==> src/include/pfs_pkg.sv <==
`default_nettype none
package pfs_pkg;
  localparam int unsigned NPIN      = 6;
  localparam int unsigned DBG_PIN   = 4;
  localparam int unsigned RST_PIN   = 5;

  // Avalon byte addresses of the control words
  localparam logic [4:0] OFF_OPT    = 5'h00;
  localparam logic [4:0] OFF_PULL   = 5'h04;
  localparam logic [4:0] OFF_SLEW   = 5'h08;
  localparam logic [4:0] OFF_DRIVE  = 5'h0c;
  localparam logic [4:0] OFF_STATUS = 5'h10;
  localparam logic [4:0] OFF_FORCE  = 5'h14;

  // Field positions
  localparam int unsigned OPT_DPE_BIT   = 0;
  localparam int unsigned OPT_RESET_PIN_ENABLE_BIT = 1;
  localparam int unsigned FORCE_BIT     = 0;

  // Reset values
  localparam logic [5:0] PULL_RST  = 6'h00;
  localparam logic [5:0] SLEW_RST  = 6'h10;
  localparam logic [5:0] DRIVE_RST = 6'h00;

  localparam logic [3:0]  RST_HOLD_CYC = 4'h8;
  localparam logic [3:0]  BIT_CYCLES   = 4'hf;
  localparam logic [15:0] RESET_VECTOR = 16'hfffe;

  typedef enum logic [1:0] {
    MODE_RESET = 2'b00,
    MODE_RUN   = 2'b01,
    MODE_BGND  = 2'b10
  } pfs_mode_t;

  typedef struct packed {
    logic [5:0] oe;
    logic [5:0] out;
    logic [5:0] pull_en;
    logic [5:0] pull_dn;
    logic [5:0] slew;
    logic [5:0] drive;
  } pfs_pad_t;
endpackage
`default_nettype wire

==> src/rtl/pfs_pin_select.sv <==
`timescale 1ns/1ns
`default_nettype none
module pfs_pin_select
  import pfs_pkg::*;
(
  input  wire logic        core_clk,          // 250 MHz bus clock
  input  wire logic        rstn,              // Power-on reset, active low
  input  wire logic [4:0]  avs_address,       // Byte address
  input  wire logic        avs_read,          // Read request
  input  wire logic        avs_write,         // Write request
  input  wire logic [31:0] avs_writedata,     // Write data
  input  wire logic [3:0]  avs_byteenable,    // Byte lanes
  output logic      [31:0] avs_readdata,      // Read data
  output logic             avs_waitrequest,   // Stall
  input  wire logic [5:0]  pin_in,            // Pad levels, asynchronous
  input  wire logic [5:0]  port_dir,          // Port direction, 1 = output
  input  wire logic [5:0]  port_out,          // Port data
  input  wire logic [5:0]  periph_oe,         // Alternative function drives
  input  wire logic [5:0]  periph_out,        // Alternative function data
  input  wire logic [5:0]  adc_en,            // Converter owns pin
  input  wire logic [5:0]  cmp_en,            // Second analog module owns pin
  input  wire logic [5:0]  rise_sel,          // Rising-edge interrupt selected
  input  wire logic        dbg_drive_low,     // Debug controller pulls line low
  input  wire logic        dbg_speedup,       // Debug controller speedup pulse
  output pfs_pad_t         pad_r,             // Pad controls
  output logic      [5:0]  pin_level_r,       // Synchronised pad levels
  output logic      [5:0]  adc_conn_r,        // Pin routed to converter
  output logic      [5:0]  cmp_conn_r,        // Pin routed to second analog
  output logic             dbg_rx_r,          // Debug line level
  output logic             dbg_bit_tick_r,    // One pulse per debug bit time
  output logic             ext_reset_req_r,   // External reset pin asserted
  output logic             core_rst_n_r,      // Internal reset, active low
  output pfs_mode_t        mode_r,            // Operating mode
  output logic      [15:0] vector_addr_r      // Reset vector address
);

  // ----------------------------------------------------------------
  // Reset release and pin synchronisers
  // ----------------------------------------------------------------
  logic       rst_meta_r, rst_n_s;
  logic [5:0] pin_meta_r, pin_s;

  always_ff @(posedge core_clk or negedge rstn)
  begin
    if (!rstn)
    begin
      rst_meta_r <= 1'b0;
      rst_n_s    <= 1'b0;
    end
    else
    begin
      rst_meta_r <= 1'b1;
      rst_n_s    <= rst_meta_r;
    end
  end

  always_ff @(posedge core_clk or negedge rst_n_s)
  begin
    if (!rst_n_s)
    begin
      pin_meta_r <= 6'h3f;
      pin_s      <= 6'h3f;
    end
    else
    begin
      pin_meta_r <= pin_in;
      pin_s      <= pin_meta_r;
    end
  end

  function automatic logic hit(input logic [4:0] a, input logic [4:0] off);
    hit = (a == off);
  endfunction

  // ----------------------------------------------------------------
  // Register file and reset sequencing
  // ----------------------------------------------------------------
  logic        dpe_r, dpe_nxt, reset_pin_enable_r, reset_pin_enable_nxt;
  logic [5:0]  pull_r, pull_nxt, slew_r, slew_nxt, drive_r, drive_nxt;
  logic [3:0]  hold_r, hold_nxt;
  logic        in_rst_r, por_r, por_nxt, qual_r, qual_nxt;
  pfs_mode_t   mode_nxt;
  logic [15:0] vec_nxt;
  logic        wait_nxt, ext_nxt;
  logic [31:0] rdata_nxt;
  logic        req, wr_go, rel, hold_act;

  assign req      = avs_read | avs_write;
  assign wr_go    = avs_write & !avs_waitrequest & avs_byteenable[0];
  assign hold_act = (hold_r != 4'h0);
  assign rel      = in_rst_r & !hold_act;

  always_comb
  begin
    dpe_nxt   = dpe_r;
    reset_pin_enable_nxt = reset_pin_enable_r;
    pull_nxt  = pull_r;
    slew_nxt  = slew_r;
    drive_nxt = drive_r;
    hold_nxt  = hold_act ? hold_r - 4'h1 : hold_r;
    por_nxt   = por_r;
    qual_nxt  = qual_r;
    mode_nxt  = mode_r;
    vec_nxt   = vector_addr_r;
    ext_nxt   = reset_pin_enable_r & !pin_s[RST_PIN];
    wait_nxt  = !(req & avs_waitrequest);
    rdata_nxt = avs_readdata;
    if (avs_read & avs_waitrequest)
    begin
      rdata_nxt = 32'h0;
      unique case (avs_address)
        OFF_OPT:    rdata_nxt[1:0] = {reset_pin_enable_r, dpe_r};
        OFF_PULL:   rdata_nxt[5:0] = pull_r;
        OFF_SLEW:   rdata_nxt[5:0] = slew_r;
        OFF_DRIVE:  rdata_nxt[5:0] = drive_r;
        OFF_STATUS: rdata_nxt[7:0] = {pin_s, mode_r};
        default:    rdata_nxt = 32'h0;
      endcase
    end
    if (wr_go)
    begin
      // Per-pin bits, untouched by the port registers
      if (hit(avs_address, OFF_OPT))
      begin
        dpe_nxt = avs_writedata[OPT_DPE_BIT];
        // Write-once: only power-on clears it
        reset_pin_enable_nxt = reset_pin_enable_r | avs_writedata[OPT_RESET_PIN_ENABLE_BIT];
      end
      if (hit(avs_address, OFF_PULL))
        pull_nxt = avs_writedata[5:0];
      if (hit(avs_address, OFF_SLEW))
        slew_nxt = avs_writedata[5:0];
      if (hit(avs_address, OFF_DRIVE))
        drive_nxt = avs_writedata[5:0];
      if (hit(avs_address, OFF_FORCE) && avs_writedata[FORCE_BIT])
      begin
        hold_nxt = RST_HOLD_CYC;
        qual_nxt = 1'b1;
      end
    end
    if (ext_reset_req_r && !hold_act)
      hold_nxt = RST_HOLD_CYC;
    if (hold_act)
    begin
      // Every reset restores pin defaults
      dpe_nxt   = 1'b1;
      pull_nxt  = PULL_RST;
      slew_nxt  = SLEW_RST;
      drive_nxt = DRIVE_RST;
      mode_nxt  = MODE_RESET;
    end
    if (rel)
    begin
      // Sampled once here, then held until the next reset
      if (qual_r && !pin_s[DBG_PIN])
        mode_nxt = MODE_BGND;
      else
        mode_nxt = MODE_RUN;
      vec_nxt = RESET_VECTOR;
      if (por_r && !pin_s[DBG_PIN])
        reset_pin_enable_nxt = 1'b1;
      por_nxt  = 1'b0;
      qual_nxt = 1'b0;
    end
  end

  always_ff @(posedge core_clk or negedge rst_n_s)
  begin
    if (!rst_n_s)
    begin
      dpe_r           <= 1'b1;
      reset_pin_enable_r         <= 1'b0;
      pull_r          <= PULL_RST;
      slew_r          <= SLEW_RST;
      drive_r         <= DRIVE_RST;
      hold_r          <= RST_HOLD_CYC;
      in_rst_r        <= 1'b1;
      por_r           <= 1'b1;
      qual_r          <= 1'b1;
      mode_r          <= MODE_RESET;
      vector_addr_r   <= 16'h0000;
      ext_reset_req_r <= 1'b0;
      core_rst_n_r    <= 1'b0;
      avs_waitrequest <= 1'b1;
      avs_readdata    <= 32'h0;
    end
    else
    begin
      dpe_r           <= dpe_nxt;
      reset_pin_enable_r         <= reset_pin_enable_nxt;
      pull_r          <= pull_nxt;
      slew_r          <= slew_nxt;
      drive_r         <= drive_nxt;
      hold_r          <= hold_nxt;
      in_rst_r        <= hold_act;
      por_r           <= por_nxt;
      qual_r          <= qual_nxt;
      mode_r          <= mode_nxt;
      vector_addr_r   <= vec_nxt;
      ext_reset_req_r <= ext_nxt;
      core_rst_n_r    <= !hold_act;
      avs_waitrequest <= wait_nxt;
      avs_readdata    <= rdata_nxt;
    end
  end

  // ----------------------------------------------------------------
  // Pin function priority and pad controls
  // ----------------------------------------------------------------
  pfs_pad_t   pad_nxt;
  logic [5:0] analog;
  logic       tick_nxt;
  logic [3:0] div_r, div_nxt;

  assign analog = adc_en | cmp_en;

  always_comb
  begin
    for (int i = 0; i < NPIN; i++)
    begin
      // Port first, alternative function overrides it
      pad_nxt.oe[i]  = port_dir[i];
      pad_nxt.out[i] = port_out[i];
      if (periph_oe[i])
      begin
        pad_nxt.oe[i]  = 1'b1;
        pad_nxt.out[i] = periph_out[i];
      end
      if (analog[i] || i == RST_PIN)
        pad_nxt.oe[i] = 1'b0;
      // Drivers win over the pullup
      pad_nxt.pull_en[i] = pull_r[i] & !pad_nxt.oe[i] & !analog[i];
      // Limiting an input edge is meaningless
      pad_nxt.slew[i]  = slew_r[i] & pad_nxt.oe[i];
      pad_nxt.drive[i] = drive_r[i];
    end
    if (dpe_r)
    begin
      // Open drain, driven high only for speedup pulses
      pad_nxt.oe[DBG_PIN]      = dbg_drive_low | dbg_speedup;
      pad_nxt.out[DBG_PIN]     = dbg_speedup;
      pad_nxt.pull_en[DBG_PIN] = 1'b1;
      pad_nxt.slew[DBG_PIN]    = 1'b0;
    end
    // Only the pull device flips, not its enable
    pad_nxt.pull_dn = pad_nxt.pull_en & rise_sel;
    if (dpe_r)
      pad_nxt.pull_dn[DBG_PIN] = 1'b0;
    // The bit clock runs only while the debug pin is selected
    div_nxt  = dpe_r ? div_r + 4'h1 : 4'h0;
    tick_nxt = dpe_r & (div_r == BIT_CYCLES);
  end

  always_ff @(posedge core_clk or negedge rst_n_s)
  begin
    if (!rst_n_s)
    begin
      pad_r          <= '0;
      pin_level_r    <= 6'h00;
      adc_conn_r     <= 6'h00;
      cmp_conn_r     <= 6'h00;
      dbg_rx_r       <= 1'b1;
      div_r          <= 4'h0;
      dbg_bit_tick_r <= 1'b0;
    end
    else
    begin
      pad_r          <= pad_nxt;
      pin_level_r    <= pin_s;
      adc_conn_r     <= adc_en;
      cmp_conn_r     <= cmp_en;
      dbg_rx_r       <= pin_s[DBG_PIN] | !dpe_r;
      div_r          <= div_nxt;
      dbg_bit_tick_r <= tick_nxt;
    end
  end
endmodule
`default_nettype wire

==> config.mk <==
export PLATFORM = sky130hd
export DESIGN_NAME = pfs_pin_select
export DESIGN_NICKNAME = d
export VERILOG_FILES = /design/src/include/pfs_pkg.sv /design/src/rtl/pfs_pin_select.sv
export SDC_FILE = /design/constraint.sdc
export NUM_CORES = 1
export LEC_CHECK = 0
export ABC_AREA = 1
export ABC_CLOCK_PERIOD_IN_PS = 7860
export BUFFER_PORTS_ARGS = -buffer_cell sky130_fd_sc_hd__buf_2
export CAP_MARGIN = 20
export CORE_ASPECT_RATIO = 2
export CORE_UTILIZATION = 44
export DETAILED_ROUTE_END_ITERATION = 10
export PLACE_DENSITY = 0.79
export SLEW_MARGIN = 10
export SYNTH_ARGS = -nofsm -noshare
export SYNTH_HDL_FRONTEND = slang
export SYNTH_SLANG_ARGS = --single-unit
==> constraint.sdc <==
create_clock -name core_clk -period 7.86 [get_ports core_clk]
set_clock_uncertainty 0.2 [all_clocks]
set_input_delay 1.572 -clock core_clk [delete_from_list [all_inputs] [get_ports core_clk]]
set_output_delay 1.572 -clock core_clk [all_outputs]
set_load 0.1 [all_outputs]
==> impl_metrics.py <==
metrics = {
    "final_layout": {
        "fin_nets": 649,
        "syn2layout_area_growth_pct": 28.32,
        "fillers": 853,
        "fin_util_pct": 58.54,
        "drive_gt1_share_pct": 44.78,
        "final_cells": 702,
    },
    "timing": {
        "rsz0062_at_grt": "false",
        "finalSetupViolations": 0,
        "slew_violations": 0,
        "worstMarginPinSlew_ns": 0.7849,
        "period_needed_ns": 3.245,
        "clock.fmax_ghz": 0.3082,
        "hold_violations": 0,
        "finalCritPeriodShare_pct": 41.29,
        "fin_setup_tns_ns": 0,
        "maxSlewHeadroom_pct": 47.67,
    },
    "drt": {
        "wl_per_cell_um": 14.43,
        "drc": 0,
        "vias": 3375,
        "first_pass_iters": 4,
        "drtIter0Drc": 207,
        "drtAntennaViolNets": 0,
        "via_per_inst": 4.808,
        "routed_wl_um": 10130,
    },
    "run_status": {
        "status": "complete, no violations",
    },
    "grt": {
        "grt-ovfl-total": 0,
        "grt_max_degree": 65,
        "antenna_found_initial": 2,
        "grt_util_all_layers_pct": 20.19,
        "grt_pass1_wl_um": 16100,
        "grt_pass1_vias": 3327,
    },
    "synthesis": {
        "synth_xor_area_share_pct": 0.1891,
        "syn-instance-count": 410,
        "yosysSeqAreaShare_pct": 61.60,
        "synthSimpleGateAreaFrac_pct": 18.86,
        "synth_top_family_by_area": "simple AND/OR/NAND/NOR gates",
        "synth-compound-area-share_pct": 6.404,
        "synthArstFlopShare_pct": 100.0,
        "dominantRegCellSynth": "dfrtp_1",
        "synth_cell_types": 38,
        "muxShareOfSynthArea_pct": 1.216,
        "syn_avg_cell_area_um2": 11.29,
        "synth_area_mm2": 0.004631,
        "ys_ff_latch": 113,
        "yosysWarnings": 0,
        "synth_fa_ha_area_share_pct": 0.5404,
        "synth-edff-count": 0,
    },
    "floorplan": {
        "core_area_mm2": 0.01015,
        "pin_count": 204,
        "die-area_mm2": 0.01096,
        "die_y_um": 147.1,
        "initial_core_util_pct": 45.62,
        "core.rowCount": 52,
        "dieWidth_um": 74.54,
    },
    "worst_setup_path": {
        "worstSetupStartpointType": "flip-flop",
        "endpoint_kind": "output port",
        "arrival_ns": 1.47,
        "worstPathRequired_ns": 6.09,
        "critPathKind": "flip-flop to output port",
        "cp_max_fo": 16,
        "slowest_stage": "dfrtp_1",
        "crit_chain": "buf_2",
        "cpLargestDelayFamily": "flip-flops",
        "cp_num_buf_inv": 1,
        "cpPeakStageDelay_ns": 0.55,
        "ff2ff_setup_slack_ns": 5.58,
    },
    "clocking": {
        "cts_setup_buffers": 0,
        "htree_num_levels": 4,
        "cts_sinks": 113,
        "clock_latency_ns": 0.40,
        "cts_tree": "yes",
        "numCtsBuffers": 17,
        "post_cts_resized": 0,
        "clock-root-buffer": "clkbuf_16",
        "path_clk_slew_ns": 0.05,
        "clock_path_buffers": 2,
        "hold_buffers": 0,
    },
    "place": {
        "portBuffers": 146,
        "gp_congestion": 0.9098,
        "placed_cells": 668,
        "dpl.hpwl_um": 7368,
    },
    "pwr": {
        "peakVddDrop_v": 0.0001658,
        "power_density_mw_per_mm2": 387.1,
        "p_leak_nw": 3.017,
    },
    "hold_path": {
        "hp-class": "flip-flop to async pin",
    },
    "flow_run": {
        "cap_violations": 0,
    },
}
-- logic make-up (layout without fill, tap and decap cells) --
kind of cell | after synthesis | in the layout
fa+ha+maj | 2 | 2
simple gates | 162 | 162
xor+xnor | 1 | 1
buf+inv | 81 | 210
mux | 5 | 5
compound gates | 44 | 44
other cells | 2 | 30
flops | 113 | 113
-- path summary, 6_finish.rpt --
kind	from	to	depth (start not counted)
max in group asynchronous	rst_n_s	hold_r[0]	1
max	vector_addr_r[1]	vector_addr_r[1]	1
max reg2reg	hold_r[0]	slew_r[0]	8
min	rst_n_s	adc_conn_r[5]	0
min reg2reg	rst_n_s	adc_conn_r[5]	0
min in group core_clk	rst_meta_r	rst_n_s	0
-- power breakdown --
group / switching, mW / internal, mW
combinational: 0.616 / 0.105
clock: 0.260 / 0.611
sequential: 0.0497 / 0.659
-- per-stage QoR --
stage               area [um2]  worst slack, ns  power (mW)  hold WS, ns
detailed placement        5253            4.750       1.440       0.1397
finish                    5942            4.615       2.300       0.1290
global route              5942            4.537       2.387       0.1555
floorplan                 4728            4.314       1.374       0.1312
global placement          5253            4.780       1.423       0.1375
CTS                       5937            4.596       2.318       0.1517
-- routing by layer --
metal	wire (um)	vias to the layer above	part of all wire (%)	GRT usage, %
li1	-	1566	-	-
met1	3508	1640	35	20.14
met2	5679	138	56	35.68
met3	534	31	5.3	5.350
met4	410	0	4.0	12.08
met5	0	-	0	0
-- cells in the final DEF, fill, tap and decap left out, drive strengths merged, types with 2 or more instances in the layout --
cell	count
buf	147
dfrtp	93
clkinvlp	5
clkbuf	19
bufinv	6
and2	3
ha	2
nor3b	5
dfstp	20
mux2	5
nor3	5
a21oi	9
nand4	22
diode	2
nand3	16
inv	32
nor2	46
o21ai	32
nand2	59
conb	28
and3	3
or2	2
-- area by class of cell --
type / count / area (um2) / share of cell area [%]
diodes: 2 / 5.005 / 0.08423
clock buffers: 19 / 452.9 / 7.623
clock inverters: 13 / 231.5 / 3.896
inverters: 31 / 123.9 / 2.085
multi-input cells: 242 / 1365 / 22.97
flip-flops and latches: 113 / 2856 / 48.07
well taps: 135 / 168.9 / 2.843
repair buffers: 147 / 738.2 / 12.42
-- registers in the layout, summed over array words and instances, names as in the netlist, 2 cells and up --
signal	count
adc_conn_r	6
avs_readdata	8
cmp_conn_r	6
div_r	4
drive_r	6
hold_r	4
mode_r	2
pad_r	34
pin_level_r	6
pin_meta_r	6
pin_s	6
pull_r	6
slew_r	6
-- synth_stat cells, types with 3 or more instances --
cell type / instances / share of area (%)
buf_6: 5 / 1.2
nor2_1: 38 / 3.1
dfrtp_1: 93 / 50
nor3_1: 4 / 0.43
nand2_2: 9 / 1.2
nand3_2: 7 / 1.5
mux2_2: 5 / 1.2
dfstp_2: 20 / 11
buf_2: 3 / 0.32
inv_2: 3 / 0.24
inv_1: 26 / 2.1
nor3b_1: 5 / 0.81
nor2_4: 6 / 1.5
o21ai_0: 5 / 0.54
buf_4: 42 / 6.8
nand3_1: 8 / 0.86
and3_1: 3 / 0.41
o21ai_1: 12 / 1.3
a21oi_1: 9 / 0.97
nand2_1: 50 / 4.1
o21ai_2: 15 / 2.8
nand4_1: 22 / 3.0
Power figures use the tool's default switching activity.
